<file path="src/logic/gearbox_defs.vh">
`ifndef GEARBOX_DEFS_VH
`define GEARBOX_DEFS_VH

// ==========================================
// operating modes
`define MODE_VIDEO_BY_SEVEN 2'h0
`define MODE_BY_EIGHT 2'h1
`define MODE_DUAL_BY_FOUR 2'h2

// ==========================================
// word widths, output layout
`define WORD_WIDTH 8
`define LANE_WIDTH 4
`define VIDEO_LAST_BIT 3'h6
`define EIGHT_LAST_BIT 3'h7
`define FOUR_LAST_BIT 3'h3
`define BIT_COUNT_ZERO 3'h0
`define BIT_COUNT_ONE 3'h1

// ==========================================
// fifo and synchroniser
`define FIFO_DEPTH 32
`define FIFO_ADDR_WIDTH 5
`define SYNC_WIDTH 3

// ==========================================
// reset values
`define WORD_ZERO 8'h00
`define LANE_ZERO 4'h0
`define SHIFT_ZERO 7'h00

`endif

</file>
<file path="src/logic/input_gearbox_deserializer.v">
// Overview of operation
// each bottom cell has one deserializer, eight parallel bits native
// modes: seven-bit video, one eight-bit lane, two four-bit lanes
// video uses word bits 6..0, eight-bit mode bits 7..0
// dual mode: first cell lane on bits 7..4, third on 3..0
// three registered stages from serial input to parallel word
// stage one samples data on both edges of the edge clock
// stage two aligns words using load strobe and phase select
// stage three registers the aligned word on the system clock
// core raises word align request when the boundary must move
// serial data is taken after the programmable input delay
// each align request slips one bit; reset clears pipeline, alignment
// load strobe fires once per complete word of received bits
`timescale 1ns/1ps
`include "gearbox_defs.vh"
module input_gearbox_deserializer (
	// clock and reset
	input wire sys_clk,
	input wire reset_n,
	input wire gearbox_reset,
	// serial side, delayed pins
	input wire fast_edge_clock,
	input wire first_cell_lane,
	input wire third_cell_lane,
	// core control
	input wire [1:0] mode,
	input wire word_align_request,
	// parallel words to the core
	output wire [`WORD_WIDTH-1:0] parallel_word,
	output wire word_valid,
	input wire word_ready,
	// status
	output reg phase_select,
	output reg overflow
);

// ==========================================
// pin synchronisers
// delayed lane pins enter here
wire [`SYNC_WIDTH-1:0] pins_sync;

two_flop_sync #(
	.WIDTH(`SYNC_WIDTH)
) pin_sync (
	.sys_clk(sys_clk),
	.reset_n(reset_n),
	.async_in({fast_edge_clock, first_cell_lane, third_cell_lane}),
	.sync_out(pins_sync)
);

wire edge_clk_s;
wire lane_a_s;
wire lane_c_s;
reg edge_clk_prev;
wire edge_seen;

assign edge_clk_s = pins_sync[2];
assign lane_a_s = pins_sync[1];
assign lane_c_s = pins_sync[0];
// both directions count: the link is double data rate
assign edge_seen = edge_clk_s ^ edge_clk_prev;

// ==========================================
// stage one: edge capture
reg s1_valid;
reg s1_bit_a;
reg s1_bit_c;

// rising and falling
always @(posedge sys_clk or negedge reset_n)
begin
	if (!reset_n)
	begin
		edge_clk_prev <= 1'b0;
		s1_valid <= 1'b0;
		s1_bit_a <= 1'b0;
		s1_bit_c <= 1'b0;
	end
	else if (gearbox_reset)
	begin
		edge_clk_prev <= edge_clk_s;
		s1_valid <= 1'b0;
		s1_bit_a <= 1'b0;
		s1_bit_c <= 1'b0;
	end
	else
	begin
		edge_clk_prev <= edge_clk_s;
		s1_valid <= edge_seen;
		if (edge_seen)
		begin
			s1_bit_a <= lane_a_s;
			s1_bit_c <= lane_c_s;
		end
	end
end

// ==========================================
// control block: word length per mode
reg [2:0] last_bit;

// mode sets word length
always @*
begin
	case (mode)
		`MODE_VIDEO_BY_SEVEN:
		begin
			last_bit = `VIDEO_LAST_BIT;
		end
		`MODE_BY_EIGHT:
		begin
			last_bit = `EIGHT_LAST_BIT;
		end
		`MODE_DUAL_BY_FOUR:
		begin
			last_bit = `FOUR_LAST_BIT;
		end
		default:
		begin
			// code three is unused; treated as eight-bit
			last_bit = `EIGHT_LAST_BIT;
		end
	endcase
end

// ==========================================
// stage two: shift and align
reg [6:0] shift_a;
reg [2:0] shift_c;
reg [2:0] bit_count;
reg slip_pending;
reg [1:0] mode_prev;
reg s2_valid;
reg [`WORD_WIDTH-1:0] s2_word;
reg [`WORD_WIDTH-1:0] next_word;
wire load_strobe;
wire mode_changed;

// a partial word is abandoned when the mode moves
assign mode_changed = (mode != mode_prev);
// strobe on the last bit
// no strobe while the mode moves, so no mixed-width word escapes
assign load_strobe = s1_valid && !slip_pending && !mode_changed &&
	(bit_count == last_bit);

// output layout
always @*
begin
	case (mode)
		`MODE_VIDEO_BY_SEVEN:
		begin
			next_word = {1'b0, shift_a[5:0], s1_bit_a};
		end
		`MODE_DUAL_BY_FOUR:
		begin
			next_word = {shift_a[2:0], s1_bit_a, shift_c[2:0], s1_bit_c};
		end
		`MODE_BY_EIGHT:
		begin
			next_word = {shift_a[6:0], s1_bit_a};
		end
		default:
		begin
			next_word = {shift_a[6:0], s1_bit_a};
		end
	endcase
end

// slip one bit
always @(posedge sys_clk or negedge reset_n)
begin
	if (!reset_n)
	begin
		shift_a <= `SHIFT_ZERO;
		shift_c <= 3'h0;
		bit_count <= `BIT_COUNT_ZERO;
		slip_pending <= 1'b0;
		phase_select <= 1'b0;
		mode_prev <= `MODE_VIDEO_BY_SEVEN;
		s2_valid <= 1'b0;
		s2_word <= `WORD_ZERO;
	end
	else if (gearbox_reset)
	begin
		shift_a <= `SHIFT_ZERO;
		shift_c <= 3'h0;
		bit_count <= `BIT_COUNT_ZERO;
		slip_pending <= 1'b0;
		phase_select <= 1'b0;
		mode_prev <= mode;
		s2_valid <= 1'b0;
		s2_word <= `WORD_ZERO;
	end
	else
	begin
		mode_prev <= mode;
		s2_valid <= load_strobe;
		if (load_strobe)
		begin
			s2_word <= next_word;
		end
		// a mode change restarts the word so no mixed-width word escapes
		if (mode_changed)
		begin
			bit_count <= `BIT_COUNT_ZERO;
		end
		else if (s1_valid && slip_pending)
		begin
			// dropped bit moves the boundary; sampling phase flips
			slip_pending <= 1'b0;
			phase_select <= ~phase_select;
		end
		else if (s1_valid)
		begin
			shift_a <= {shift_a[5:0], s1_bit_a};
			shift_c <= {shift_c[1:0], s1_bit_c};
			if (bit_count == last_bit)
			begin
				bit_count <= `BIT_COUNT_ZERO;
			end
			else
			begin
				bit_count <= bit_count + `BIT_COUNT_ONE;
			end
		end
		// request taken; the set wins over the consuming clear
		if (word_align_request)
		begin
			slip_pending <= 1'b1;
		end
	end
end

// ==========================================
// stage three: hand-off register
reg s3_valid;
reg [`WORD_WIDTH-1:0] s3_word;
wire fifo_in_ready;

// third register
always @(posedge sys_clk or negedge reset_n)
begin
	if (!reset_n)
	begin
		s3_valid <= 1'b0;
		s3_word <= `WORD_ZERO;
	end
	else if (gearbox_reset)
	begin
		s3_valid <= 1'b0;
		s3_word <= `WORD_ZERO;
	end
	else
	begin
		if (s2_valid)
		begin
			s3_valid <= 1'b1;
			s3_word <= s2_word;
		end
		else if (fifo_in_ready)
		begin
			s3_valid <= 1'b0;
		end
	end
end

// loss stays flagged
always @(posedge sys_clk or negedge reset_n)
begin
	if (!reset_n)
	begin
		overflow <= 1'b0;
	end
	else if (gearbox_reset)
	begin
		overflow <= 1'b0;
	end
	// the link cannot be paused, so a stalled word is lost
	else if (s2_valid && s3_valid && !fifo_in_ready)
	begin
		overflow <= 1'b1;
	end
end

// ==========================================
// buffering toward the core
word_fifo #(
	.WIDTH(`WORD_WIDTH),
	.DEPTH(`FIFO_DEPTH),
	.ADDR_WIDTH(`FIFO_ADDR_WIDTH)
) out_fifo (
	.sys_clk(sys_clk),
	.reset_n(reset_n),
	.flush(gearbox_reset),
	.in_valid(s3_valid),
	.in_ready(fifo_in_ready),
	.in_data(s3_word),
	.out_valid(word_valid),
	.out_ready(word_ready),
	.out_data(parallel_word)
);

endmodule // input_gearbox_deserializer

</file>
<file path="src/logic/two_flop_sync.v">
`timescale 1ns/1ps
module two_flop_sync #(
	parameter WIDTH = 1
) (
	// clock and reset
	input wire sys_clk,
	input wire reset_n,
	// asynchronous levels in, synchronised out
	input wire [WIDTH-1:0] async_in,
	output reg [WIDTH-1:0] sync_out
);

// ==========================================
// two flops, first one read only by the second
reg [WIDTH-1:0] meta;

always @(posedge sys_clk or negedge reset_n)
begin
	if (!reset_n)
	begin
		meta <= {WIDTH{1'b0}};
		sync_out <= {WIDTH{1'b0}};
	end
	else
	begin
		meta <= async_in;
		sync_out <= meta;
	end
end

endmodule // two_flop_sync

</file>
<file path="src/logic/word_fifo.v">
`timescale 1ns/1ps
module word_fifo #(
	parameter WIDTH = 8,
	parameter DEPTH = 32,
	parameter ADDR_WIDTH = 5
) (
	// clock and reset
	input wire sys_clk,
	input wire reset_n,
	input wire flush,
	// filling side
	input wire in_valid,
	output wire in_ready,
	input wire [WIDTH-1:0] in_data,
	// draining side, registered
	output reg out_valid,
	input wire out_ready,
	output reg [WIDTH-1:0] out_data
);

// ==========================================
// storage
reg [WIDTH-1:0] mem [0:DEPTH-1];
reg [ADDR_WIDTH-1:0] wr_ptr;
reg [ADDR_WIDTH-1:0] rd_ptr;
reg [ADDR_WIDTH:0] count;
wire push;
wire pop;

// full only when every slot holds a word
assign in_ready = (count != DEPTH[ADDR_WIDTH:0]);
assign push = in_valid && in_ready;
// refill the output register whenever it is empty or being taken
assign pop = (count != {(ADDR_WIDTH+1){1'b0}}) && (!out_valid || out_ready);

always @(posedge sys_clk)
begin
	if (push)
		mem[wr_ptr] <= in_data;
end

always @(posedge sys_clk or negedge reset_n)
begin
	if (!reset_n)
	begin
		wr_ptr <= {ADDR_WIDTH{1'b0}};
		rd_ptr <= {ADDR_WIDTH{1'b0}};
		count <= {(ADDR_WIDTH+1){1'b0}};
		out_valid <= 1'b0;
		out_data <= {WIDTH{1'b0}};
	end
	else if (flush)
	begin
		wr_ptr <= {ADDR_WIDTH{1'b0}};
		rd_ptr <= {ADDR_WIDTH{1'b0}};
		count <= {(ADDR_WIDTH+1){1'b0}};
		out_valid <= 1'b0;
		out_data <= {WIDTH{1'b0}};
	end
	else
	begin
		if (push)
			wr_ptr <= wr_ptr + 1'b1;
		if (pop)
		begin
			rd_ptr <= rd_ptr + 1'b1;
			out_data <= mem[rd_ptr];
			out_valid <= 1'b1;
		end
		else if (out_ready)
			out_valid <= 1'b0;
		if (push && !pop)
			count <= count + 1'b1;
		else if (pop && !push)
			count <= count - 1'b1;
	end
end

endmodule // word_fifo

</file>
<file path="config.mk">
export PLATFORM = sky130hd
export DESIGN_NAME = input_gearbox_deserializer
export DESIGN_NICKNAME = d
export VERILOG_FILES = /design/src/logic/input_gearbox_deserializer.v /design/src/logic/two_flop_sync.v /design/src/logic/word_fifo.v
export VERILOG_INCLUDE_DIRS = /design/src /design/src/logic
export SDC_FILE = /design/constraint.sdc
export NUM_CORES = 1
export LEC_CHECK = 0
export BUFFER_PORTS_ARGS = -buffer_cell sky130_fd_sc_hd__buf_4
export CORE_ASPECT_RATIO = 1.1
export CORE_MARGIN = 2
export CORE_UTILIZATION = 30
export CTS_CLUSTER_SIZE = 8
export DETAILED_ROUTE_END_ITERATION = 6
export PLACE_DENSITY = 0.46
export REMOVE_ABC_BUFFERS = 1
export SYNTH_ARGS = -nofsm -noshare
export SYNTH_HDL_FRONTEND = slang
export SYNTH_SLANG_ARGS = --single-unit
</file>
<file path="constraint.sdc">
create_clock -name sys_clk -period 2.41 [get_ports sys_clk]
set_input_delay 0.241 -clock sys_clk [delete_from_list [all_inputs] [get_ports sys_clk]]
set_output_delay 0.241 -clock sys_clk [all_outputs]
set_load 0.02 [all_outputs]
</file>
==> results.txt, run 1 <==
----------------------------------------------------
[Run status]
  Status ... finished clean

[Placement]
  Setup slack after placement ... -0.171 ns
  Count of buffers inserted at the top-level ports ... 20
  Weighted congestion reported at the end of routability-driven placement ... 0.725
  Sum of net half-perimeters after detailed placement ... 17,900 um

[Clock network]
  CTS tree ... built
  Number of clock sinks seen by CTS ... 327
  Maximum level of the CTS H-tree ... 2
  Clock-pin slew reported for the worst setup and hold paths after clock tree synthesis ... 0.05 ns
  Clock insertion delay at the later pin of the skew report ... 0.53 ns
  Buffers from clock root to sink, at most ... 3
  Buffer type at the clock tree root ... sky130_fd_sc_hd__clkbuf_16
  Number of buffers created by CTS ... 46

[Worst setup path]
  Critical Path Fanout Max ... 5
  Required arrival time at the worst endpoint ... 2.82 ns
  Worst path top cell family by delay ... compound AO/OA/AOI/OAI gates
  CP Launch Type ... register
  CP endpoint kind ... register
  Reg-to-reg critical path startpoint ... out_fifo.count[0]
  Total buffers and inverters traversed by the critical path ... 0
  Critical-path top delay cell ... sky130_fd_sc_hd__dfrtp_1
  CP max stage delay ... 0.41 ns
  Arrival time at the worst endpoint ... 2.80 ns
  Depth of the worst register-to-register path ... 9
  Critical-path cell list ... nor4_4, a21bo_2, nand2_4, ha_4, a211oi_2, o21bai_1, a21oi_1, mux2i_1, mux2_2
  Critical R2R Capture ... out_fifo.count[5]
  Type of the setup path with the least slack ... reg2reg
  FF-to-FF setup slack ... 0.02 ns

[Hold path]
  Min-Delay Endpoint ... out_fifo.out_valid
  Hold Path Class ... in2reg
  Min-delay src ... word_ready
  Number of instances on the worst hold path ... 3

[Global route]
  Global route overflow ... 0
  GR Layer Usage met3 ... 2.29%
  Initial antenna violation count ... 0
  Via count of the first global-routing pass ... 7,097
  Total routing resource utilization after global routing ... 13.1%
  First-pass GRT wire length ... 44,800 um
  Maximum number of pins on one net before global-route repair ... 52
  Fraction of met1 tracks used by global routing ... 18.3%
  Met2 track demand over resource in global routing ... 21.2%
  Routing layer with the top usage in global route ... met2

[Routing]
  Avg WL per Cell ... 19.9 um
  Via density ... 4.64
  Total via count after detailed routing ... 6,714
  Pre-antenna DRT Iters ... 4
  Number of design-rule violations left by the first detailed-router iteration ... 468
  Number of nets with antenna violations after detailed routing ... 0
  Detailed-route wire length ... 28,800 um
  DRC viols ... 0

[STA]
  Final setup margin ... 0.0183 ns
  Portion of the clock cycle consumed by the worst path in the final layout ... 99.2%
  Fmax ... 418 MHz
  Fin crit period ... 2.39 ns
  Count of endpoints failing setup in the final report ... 0
  Setup repair after global routing missed its margin ... yes
  Number of failing hold endpoints at the final stage ... 0
  Worst hold margin ... 0.0768 ns
  Final worst clock skew ... 0.0104 ns
  Max Slew Vio Count ... 0
  Max-Slew Margin vs Limit ... 21.1%
  Slew at the pin closest to its max-slew limit ... 1.18 ns

[Power and ir drop]
  Leak pwr ... 5.48 nW
  Pwr dens ... 964 nW/um2
  Worst IR drop on VDD ... 0.000526 V

[Synthesis]
  Number of cells produced by synthesis ... 735
  FF+latch count, synth ... 327
  Post-synthesis average cell area ... 17.8 um2
  Top-count cell post-synth ... sky130_fd_sc_hd__edfxtp_1
  Yosys synthesis warning count ... 0
  Ranking of synthesized cells by instance count ... sky130_fd_sc_hd__edfxtp_1, sky130_fd_sc_hd__nor2_1, sky130_fd_sc_hd__dfrtp_1
  EDFF count, synth ... 256
  Netlist area before placement ... 13,100 um2
  Async S/R FF share, synth ... 21.7%
  Prevailing post-synth register cell ... sky130_fd_sc_hd__edfxtp_1
  Top cell type's share of synthesized area ... 58.6%
  Synth top area cells ... sky130_fd_sc_hd__edfxtp_1, sky130_fd_sc_hd__dfrtp_1, sky130_fd_sc_hd__mux4_2
  Synth unique cells ... 51
  Sequential-to-total area share from yosys stat ... 72.2%
  Post-synth top area cell ... sky130_fd_sc_hd__edfxtp_1

[Layout]
  Layout Nets ... 870
  Number of antenna cells inserted ... 0
  Post-layout util ... 36.7%
  Post-synthesis to final-layout area growth ... 21.1%
  Share of layout cells above drive strength 1 ... 26.9%

[Job]
  Number of max-cap violations ... 0

[Floorplan]
  Die X ... 203 um
  Num rows ... 80
  Height of the chip ... 223 um
  Total die area ... 45,400 um2
  Floorplan Core Area ... 43,200 um2
  Effective utilization at floorplan ... 30.3%
  Boundary pin count ... 21

----------------------------------------------------
-- timing repair --
item                                    4_1_cts  5_1_grt
endpoints found under the hold margin        35        0
gates resized for setup                       8        7
gates cloned                                  0        0
pin swaps                                     4        1
hold buffers                                  7        0
endpoints found under the setup margin        2        2
setup buffers                                 0        3
-- metrics by stage --
| stage | std cells | cell area (um2) | total power, W | TNS, ns |
|---|---|---|---|---|
| 2_1_floorplan | 696 | 12900 | 0.00844 | -17.92 |
| 3_5_place_dp | 1365 | 14400 | 0.00955 | -0.213 |
| 5_1_grt | 1448 | 15900 | 0.0160 | -0.106 |
| 4_1_cts | 1445 | 15800 | 0.0155 | -0.0301 |
| 6_report | 1448 | 15900 | 0.0153 | 0 |
| 3_3_place_gp | 1365 | 14400 | 0.00955 | -0.133 |
-- cell type report --
class / instances / area, um2
Timing Repair Buffer: 105 / 872
Clock inverter: 1 / 8.76
Sequential cell: 327 / 9470
Inverter: 8 / 30.0
Tap cell: 574 / 718
Clock buffer: 72 / 1270
Multi-Input combinational cell: 361 / 3510
Fill cell: 4072 / 27400
-- power by group --
part	switching (W)	internal (W)	total (W)
registers	0.000209	0.00617	0.00638
logic	0.00152	0.00161	0.00313
clock network	0.00223	0.00355	0.00578
total	0.00396	0.0113	0.0153
-- flip-flops by register name, indices dropped and copies added, names as in the netlist, 5 cells and up --
register / flops
shift_a: 7
out_fifo.rd_ptr: 5
s2_word: 8
out_fifo.count: 6
s3_word: 8
out_fifo.mem: 256
out_fifo.out_data: 8
out_fifo.wr_ptr: 5
-- cell usage in the layout (no fill, tap or decap), drive strengths merged, types with 4 or more instances in the layout --
master,n
nand2b,4
a311oi,4
a21oi,16
clkbuf,72
a22o,8
a211o,4
nand2,16
mux2i,39
dfrtp,71
or3b,4
or3,5
xnor2,5
edfxtp,256
nor3,6
nor2b,11
ha,10
nor2,86
nand3,7
o22ai,4
buf,98
nand3b,5
inv,9
xor2,10
a31oi,4
o2bb2ai,8
a211oi,6
o21ai,7
mux4,66
dlygate4sd3,7
-- per-layer routing --
layer / vias up / wire length [um]
met5: - / 0
met4: 0 / 502
met3: 42 / 1090
met2: 114 / 13900
met1: 3443 / 13400
li1: 3115 / -
-- cell families after synthesis --
group                    Yosys count  share of synthesized area [%]
flip-flops                       327                           72.2
buffers and inverters             47                           1.76
AO/OA/AOI/OAI                     75                           4.11
AND/OR/NAND/NOR                  154                           5.45
adder cells (fa/ha/maj)           11                           1.11
XOR/XNOR                          15                           1.00
multiplexers                     106                           14.4
-- how the worst max path moves through the flow --
stage	start	endpoint	depth (start not counted)	slack, ns
after global placement	out_fifo.count[0]	out_fifo.count[5]	9	-0.13
after detailed placement	out_fifo.count[0]	out_fifo.count[5]	9	-0.17
after global routing	out_fifo.count[0]	out_fifo.count[5]	9	-0.09
after floorplan	out_fifo.rd_ptr[0]	out_fifo.out_data[0]	4	-1.67
after CTS	out_fifo.count[0]	out_fifo.count[5]	9	-0.03
final	out_fifo.count[0]	out_fifo.count[5]	9	0.02
-- worst reg2reg max path, cell delays in order (launching register included) --
cell	delay [ns]
sky130_fd_sc_hd__dfrtp_1	0.41
sky130_fd_sc_hd__nor4_4	0.31
sky130_fd_sc_hd__a21bo_2	0.21
sky130_fd_sc_hd__nand2_4	0.09
sky130_fd_sc_hd__ha_4	0.24
sky130_fd_sc_hd__a211oi_2	0.21
sky130_fd_sc_hd__o21bai_1	0.09
sky130_fd_sc_hd__a21oi_1	0.16
sky130_fd_sc_hd__mux2i_1	0.22
sky130_fd_sc_hd__mux2_2	0.34
(Power assumes the default switching activity.)
==> inputs of run 2 (changes only) <==
CTS_CLUSTER_SIZE = 40   (was 8)
REMOVE_ABC_BUFFERS = unset   (was 1)
==> run 2 against run 1 <==
  * Sequential power is essentially flat
  * Via count up 0.79%
  * Design area down 1.5%
  * Fmax about the same
  * Register-to-register slack hardly changed
==> results.txt, run 2 (synthesis results as in run 1) <==
----------------------------------------------------
[Run status]
  Status ... finished clean (unchanged)

[Layout]
  Number of cells in the finished layout apart from fillers ... 1,440 (was 1,448)
  Register containing the most flip-flops in the final layout ... out_fifo.mem (unchanged)
  Number of antenna cells inserted ... 0 (unchanged)
  Number of flip-flops under the largest register name ... 256 (unchanged)
  Multi-input gate area ... 3480 um2 (was 3510 um2)
  Area taken by flip-flops and latches ... 9470 um2 (unchanged)
  Share of layout cells above drive strength 1 ... 26.0% (was 26.9%)
  Most frequent standard cell in the layout excluding fill and tap cells ... sky130_fd_sc_hd__edfxtp_1 (unchanged)
  Post-synthesis to final-layout area growth ... 19.3% (was 21.1%)
  Layout Nets ... 860 (was 870)
  Number of filler cells placed in the layout ... 4,089 (was 4,072)
  Leading cell types in the layout, fill and taps excluded ... sky130_fd_sc_hd__edfxtp_1, sky130_fd_sc_hd__buf_4, sky130_fd_sc_hd__nor2_1 (unchanged)

[Worst setup path]
  Required arrival time at the worst endpoint ... 2.81 ns (was 2.82 ns)
  Total buffers and inverters traversed by the critical path ... 0 (unchanged)
  Type of the setup path with the least slack ... reg2reg (unchanged)
  FF-to-FF setup slack ... 0.02 ns (about the same)
  CP endpoint kind ... register (unchanged)
  Arrival time at the worst endpoint ... 2.80 ns (about the same)
  Worst path top cell family by delay ... compound AO/OA/AOI/OAI gates (unchanged)
  Critical-path cell list ... nor4_4, a21bo_2, nand2_8, ha_4, a211oi_2, o21bai_1, a21oi_1, mux2i_1, mux2_2 (was nor4_4, a21bo_2, nand2_4, ha_4, a211oi_2, o21bai_1, a21oi_1, mux2i_1, mux2_2)
  CP Launch Type ... register (unchanged)
  Critical Path Fanout Max ... 4 (was 5)
  CP max stage delay ... 0.40 ns (was 0.41 ns)
  Critical-path top delay cell ... sky130_fd_sc_hd__dfrtp_1 (unchanged)

[Placement]
  Placed cell count ... 1,367 (was 1,365)
  Weighted congestion reported at the end of routability-driven placement ... 0.752 (was 0.725)
  Count of buffers inserted at the top-level ports ... 20 (unchanged)
  Sum of net half-perimeters after detailed placement ... 18,700 um (was 17,900 um)

[Routing]
  Detailed-route wire length ... 29,800 um (was 28,800 um)
  Met2 routed wirelength ... 14,300 um (was 13,900 um)
  Total via count after detailed routing ... 6,767 (was 6,714)
  Via density ... 4.70 (was 4.64)
  Routed met3 length ... 1150 um (was 1090 um)
  Number of design-rule violations left by the first detailed-router iteration ... 493 (was 468)
  Pre-antenna DRT Iters ... 4 (unchanged)
  DRC viols ... 0 (unchanged)
  Met1 wire length ... 13,600 um (was 13,400 um)
  Number of nets with antenna violations after detailed routing ... 0 (unchanged)
  Uppermost layer routed ... met4 (unchanged)
  Avg WL per Cell ... 20.7 um (was 19.9 um)

[Global route]
  Global route overflow ... 0 (unchanged)
  Initial antenna violation count ... 0 (unchanged)
  Via count of the first global-routing pass ... 7,209 (was 7,097)
  Maximum number of pins on one net before global-route repair ... 57 (was 52)
  Total routing resource utilization after global routing ... 13.6% (was 13.1%)
  First-pass GRT wire length ... 45,800 um (was 44,800 um)

[STA]
  Worst hold margin ... 0.0829 ns (was 0.0768 ns)
  Count of endpoints failing setup in the final report ... 0 (unchanged)
  Number of failing hold endpoints at the final stage ... 0 (unchanged)
  Sum Neg Setup Slack ... 0 ns (unchanged)
  Max-Slew Margin vs Limit ... 19.0% (was 21.1%)
  Portion of the clock cycle consumed by the worst path in the final layout ... 99.3% (was 99.2%)
  Final worst clock skew ... 0.0117 ns (was 0.0104 ns)
  Fin crit period ... 2.39 ns (about the same)
  Max Slew Vio Count ... 0 (unchanged)
  Setup repair after global routing missed its margin ... yes (unchanged)
  Slew at the pin closest to its max-slew limit ... 1.21 ns (was 1.18 ns)
  Fmax ... 418 MHz (about the same)

[Floorplan]
  Num rows ... 80 (unchanged)
  Die X ... 203 um (unchanged)
  Floorplan Core Area ... 43,200 um2 (unchanged)
  Boundary pin count ... 21 (unchanged)
  Height of the chip ... 223 um (unchanged)
  Total die area ... 45,400 um2 (unchanged)
  Effective utilization at floorplan ... 30.3% (unchanged)

[Power and ir drop]
  Leak pwr ... 5.38 nW (was 5.48 nW)
  Worst IR drop on VDD ... 0.000468 V (was 0.000526 V)
  Pwr dens ... 936 nW/um2 (was 964 nW/um2)

[Job]
  Number of max-cap violations ... 0 (unchanged)

[Clock network]
  Buffers from clock root to sink, at most ... 3 (unchanged)
  Maximum level of the CTS H-tree ... 2 (unchanged)
  Clock-pin slew reported for the worst setup and hold paths after clock tree synthesis ... 0.06 ns (was 0.05 ns)
  Clock insertion delay at the later pin of the skew report ... 0.53 ns (about the same)
  CTS tree ... built (unchanged)
  Buffer type at the clock tree root ... sky130_fd_sc_hd__clkbuf_16 (unchanged)
  Number of clock sinks seen by CTS ... 327 (unchanged)
  Number of buffers created by CTS ... 36 (was 46)

[Synthesis]
  Net count of the mapped netlist ... 756

[Hold path]
  Hold Path Class ... in2reg (unchanged)

----------------------------------------------------
run 2: changes by cell type in the layout (fill, tap and decap cells not counted), moves of 5 or more:
cell	delta
sky130_fd_sc_hd__clkinv_1	+9
sky130_fd_sc_hd__clkbuf_16	-10
sky130_fd_sc_hd__clkbuf_1	-14
sky130_fd_sc_hd__clkinv_2	+5
run 2: final cells by class:
cell class | instances | share of cell area (%)
Clock inverter | 16 | 0.488
Inverter | 8 | 0.192
Tap cell | 574 | 4.59
Timing Repair Buffer | 105 | 5.63
Clock buffer | 49 | 6.27
Multi-Input combinational cell | 361 | 22.3
Sequential cell | 327 | 60.6
run 2: metal layers:
metal  vias up  GRT usage, %
met1      3514          18.7
met2       103          22.1
met3        44          2.23
met4         0          4.14
met5         -             0
li1       3106             -
run 2: path summary, 6_finish.rpt:
path                                   start                    to  cells past startpoint
min reg2reg                 pin_sync.meta[1]  pin_sync.sync_out[1]                      0
max reg2reg                out_fifo.count[1]     out_fifo.count[5]                      9
min in group asynchronous            reset_n          phase_select                      2
max in group asynchronous            reset_n            s3_word[1]                      3
max                        out_fifo.count[1]     out_fifo.count[5]                      9
min                               word_ready    out_fifo.out_valid                      3
run 2: power breakdown:
| group | switching, W | internal, W | total (W) |
|---|---|---|---|
| Clock | 0.00213 | 0.00285 | 0.00499 |
| Combinational | 0.00162 | 0.00165 | 0.00327 |
| Sequential | 0.000219 | 0.00616 | 0.00638 |
run 2: metrics by stage:
stage | setup WS [ns] | power [W] | cell area (um2) | utilization, %
after floorplan | -0.0706 | 0.00856 | 13200 | -
after global placement | -0.0124 | 0.00980 | 14500 | 33.5
after detailed placement | -0.00452 | 0.00979 | 14500 | 33.5
after CTS | -0.0244 | 0.0149 | 15600 | 36.1
after global routing | -0.151 | 0.0153 | 15600 | 36.2
final | 0.0175 | 0.0146 | 15600 | 36.2
run 2: worst register-to-register path, cell delays in order (launching register included):
cell	delay, ns
sky130_fd_sc_hd__dfrtp_1	0.40
sky130_fd_sc_hd__nor4_4	0.29
sky130_fd_sc_hd__a21bo_2	0.23
sky130_fd_sc_hd__nand2_8	0.08
sky130_fd_sc_hd__ha_4	0.25
sky130_fd_sc_hd__a211oi_2	0.16
sky130_fd_sc_hd__o21bai_1	0.09
sky130_fd_sc_hd__a21oi_1	0.16
sky130_fd_sc_hd__mux2i_1	0.25
sky130_fd_sc_hd__mux2_2	0.36
run 2: timing repair:
action                     CTS  global route
pin swaps                    1             1
gates resized for setup      0             2
cloned                       0             0
setup endpoints to repair    1             2
hold endpoints to repair    60             0
hold buffers                 7             0
buffers inserted             1             0
==> inputs of run 3 (changes only) <==
GPL_ROUTABILITY_DRIVEN = 0   (was unset)
SETUP_SLACK_MARGIN = 0.02   (was unset)
==> run 3 against run 2 <==
  * Sequential cell count unchanged
  * First-iteration DRC count increased by 0.20%
  * Routed wire length grew 0.15%
  * Via count increased by 0.24%
  * Setup slack worse by 0.0025 ns
  * Clock power about the same
  * Final cell count hardly changed
  * Combinational power barely moved
  * Clock-buffer cell count did not move
  * Largest cell class unchanged
  * Largest power group unchanged
  * Highest routed layer unchanged
==> results.txt, run 3 (synthesis results as in run 1) <==
----------------------------------------------------
[Power and ir drop]
  Sum of internal, switching and leakage power ... 0.0147 W (was 0.0146 W)
  Worst IR drop on VDD ... 0.000469 V (was 0.000468 V)
  Leak pwr ... 5.38 nW (about the same)
  Pwr dens ... 937 nW/um2 (was 936 nW/um2)

[Global route]
  GR Layer Usage met3 ... 2.23% (unchanged)
  Global route overflow ... 0 (unchanged)
  Routing layer with the top usage in global route ... met2 (unchanged)
  Maximum number of pins on one net before global-route repair ... 57 (unchanged)
  Fraction of met1 tracks used by global routing ... 18.7% (unchanged)
  Total routing resource utilization after global routing ... 13.6% (unchanged)
  First-pass GRT wire length ... 45,800 um (unchanged)
  Met2 track demand over resource in global routing ... 22.1% (unchanged)
  Initial antenna violation count ... 0 (unchanged)
  Via count of the first global-routing pass ... 7,209 (unchanged)

[Worst setup path]
  Depth of the worst register-to-register path ... 9 (unchanged)
  CP endpoint kind ... register (unchanged)
  Critical Path Fanout Max ... 4 (unchanged)
  Arrival time at the worst endpoint ... 2.80 ns (about the same)
  Critical R2R Capture ... out_fifo.count[5] (unchanged)
  Reg-to-reg critical path startpoint ... out_fifo.count[1] (unchanged)
  CP Launch Type ... register (unchanged)
  FF-to-FF setup slack ... 0.02 ns (about the same)
  Required arrival time at the worst endpoint ... 2.81 ns (about the same)
  Type of the setup path with the least slack ... reg2reg (unchanged)

[Floorplan]
  Boundary pin count ... 21 (unchanged)
  Floorplan Core Area ... 43,200 um2 (unchanged)
  Total die area ... 45,400 um2 (unchanged)
  Height of the chip ... 223 um (unchanged)
  Num rows ... 80 (unchanged)
  Effective utilization at floorplan ... 30.3% (unchanged)
  Die X ... 203 um (unchanged)

[Clock network]
  Number of clock sinks seen by CTS ... 327 (unchanged)
  Number of buffers created by CTS ... 36 (unchanged)
  Buffer type at the clock tree root ... sky130_fd_sc_hd__clkbuf_16 (unchanged)
  Clock insertion delay at the later pin of the skew report ... 0.53 ns (about the same)
  Maximum level of the CTS H-tree ... 2 (unchanged)
  Buffers from clock root to sink, at most ... 3 (unchanged)
  CTS tree ... built (unchanged)
  Clock-pin slew reported for the worst setup and hold paths after clock tree synthesis ... 0.06 ns (about the same)

[Routing]
  Via density ... 4.71 (was 4.70)
  Number of nets with antenna violations after detailed routing ... 0 (unchanged)
  Avg WL per Cell ... 20.7 um (about the same)
  Number of design-rule violations left by the first detailed-router iteration ... 494 (was 493)
  Pre-antenna DRT Iters ... 5 (was 4)
  Detailed-route wire length ... 29,800 um (about the same)
  Total via count after detailed routing ... 6,783 (was 6,767)
  DRC viols ... 0 (unchanged)

[Placement]
  Placed cell count ... 1,367 (unchanged)
  Count of buffers inserted at the top-level ports ... 20 (unchanged)
  Setup slack after placement ... -0.00452 ns (unchanged)
  Sum of net half-perimeters after detailed placement ... 18,700 um (unchanged)

[Layout]
  Number of filler cells placed in the layout ... 4,089 (unchanged)
  Layout Nets ... 861 (was 860)
  Share of layout cells above drive strength 1 ... 26.4% (was 26.0%)
  Leading cell types in the layout, fill and taps excluded ... sky130_fd_sc_hd__edfxtp_1, sky130_fd_sc_hd__buf_4, sky130_fd_sc_hd__nor2_1 (unchanged)
  Number of cells in the finished layout apart from fillers ... 1,441 (was 1,440)
  Post-synthesis to final-layout area growth ... 19.4% (was 19.3%)
  Number of flip-flops under the largest register name ... 256 (unchanged)
  Most frequent standard cell in the layout excluding fill and tap cells ... sky130_fd_sc_hd__edfxtp_1 (unchanged)
  Register containing the most flip-flops in the final layout ... out_fifo.mem (unchanged)
  Number of antenna cells inserted ... 0 (unchanged)

[Hold path]
  Min-delay src ... word_ready (unchanged)
  Min-Delay Endpoint ... out_fifo.out_valid (unchanged)
  Number of instances on the worst hold path ... 3 (unchanged)
  Hold Path Class ... in2reg (unchanged)

[Job]
  Number of max-cap violations ... 0 (unchanged)

[STA]
  Final setup margin ... 0.0150 ns (was 0.0175 ns)
  Setup repair after global routing missed its margin ... yes (unchanged)
  Portion of the clock cycle consumed by the worst path in the final layout ... 99.4% (was 99.3%)
  Max Slew Vio Count ... 0 (unchanged)
  Max-Slew Margin vs Limit ... 19.0% (about the same)
  Fmax ... 418 MHz (about the same)
  Worst hold margin ... 0.0878 ns (was 0.0829 ns)
  Count of endpoints failing setup in the final report ... 0 (unchanged)
  Fin crit period ... 2.39 ns (about the same)
  Slew at the pin closest to its max-slew limit ... 1.22 ns (was 1.21 ns)
  Number of failing hold endpoints at the final stage ... 0 (unchanged)
  Final worst clock skew ... 0.0112 ns (was 0.0117 ns)

[Synthesis]
  Net count of the mapped netlist ... 756 (unchanged)

[Run status]
  Status ... finished clean (unchanged)

----------------------------------------------------
-- run 3: cell types whose count changed in the layout (fill, tap and decap cells not counted), sizes merged --
cell,change
buf,+1
-- run 3: timing repair --
action	CTS	global route
gates resized for setup	0	5
setup buffers	1	1
hold endpoints to repair	60	0
pin swaps	1	2
endpoints found under the setup margin	1	2
hold buffers	7	0
-- run 3: layer usage --
| layer | vias up | part of all wire, % | wire length [um] |
|---|---|---|---|
| li1 | 3109 | - | - |
| met5 | - | 0 | 0 |
| met3 | 44 | 3.2 | 940 |
| met2 | 106 | 48 | 14400 |
| met1 | 3524 | 46 | 13800 |
| met4 | 0 | 2.3 | 680 |
-- run 3: worst max-delay path: stages, from the launching register on --
cell,delay (ns)
sky130_fd_sc_hd__dfrtp_1,0.40
sky130_fd_sc_hd__nor4_4,0.29
sky130_fd_sc_hd__a21bo_2,0.24
sky130_fd_sc_hd__nand2_8,0.08
sky130_fd_sc_hd__ha_4,0.24
sky130_fd_sc_hd__a211oi_2,0.16
sky130_fd_sc_hd__o21bai_1,0.09
sky130_fd_sc_hd__a21oi_1,0.16
sky130_fd_sc_hd__mux2i_1,0.25
sky130_fd_sc_hd__mux2_2,0.36
-- run 3: layout make-up --
cell class | count | area (um2) | share of cell area (%)
timing repair buffer | 106 | 888 | 5.68
inverter | 8 | 30.0 | 0.192
sequential | 327 | 9470 | 60.5
clock buffer | 49 | 981 | 6.27
multi-input combinational | 361 | 3490 | 22.3
tap | 574 | 718 | 4.59
clock inverter | 16 | 76.3 | 0.488
-- run 3: report_power, final --
| part | switching, W | internal (W) | total (W) |
|---|---|---|---|
| clock network | 0.00214 | 0.00285 | 0.00499 |
| registers | 0.000221 | 0.00616 | 0.00638 |
| logic | 0.00163 | 0.00166 | 0.00329 |
| total | 0.00398 | 0.0107 | 0.0147 |
-- run 3: per-stage QoR --
stage                     cell area (um2)  TNS [ns]  util [%]
after floorplan                     13200   -0.0706         -
after global placement              14500   -0.0124      33.5
after detailed placement            14500  -0.00452      33.5
after CTS                           15600   -0.0244      36.1
after global routing                15700    -0.151      36.2
final                               15700         0      36.2
-- run 3: how the worst max path moves through the flow --
stage / startpoint / to / slack [ns] / depth (start not counted)
6_report: out_fifo.count[1] / out_fifo.count[5] / 0.02 / 9
5_1_grt: out_fifo.count[1] / out_fifo.count[5] / -0.15 / 9
4_1_cts: out_fifo.count[1] / out_fifo.count[5] / -0.02 / 9
3_5_place_dp: out_fifo.count[1] / out_fifo.count[5] / -0.005 / 9
3_3_place_gp: out_fifo.count[1] / out_fifo.count[5] / -0.01 / 9
2_1_floorplan: out_fifo.count[1] / out_fifo.count[5] / -0.07 / 10
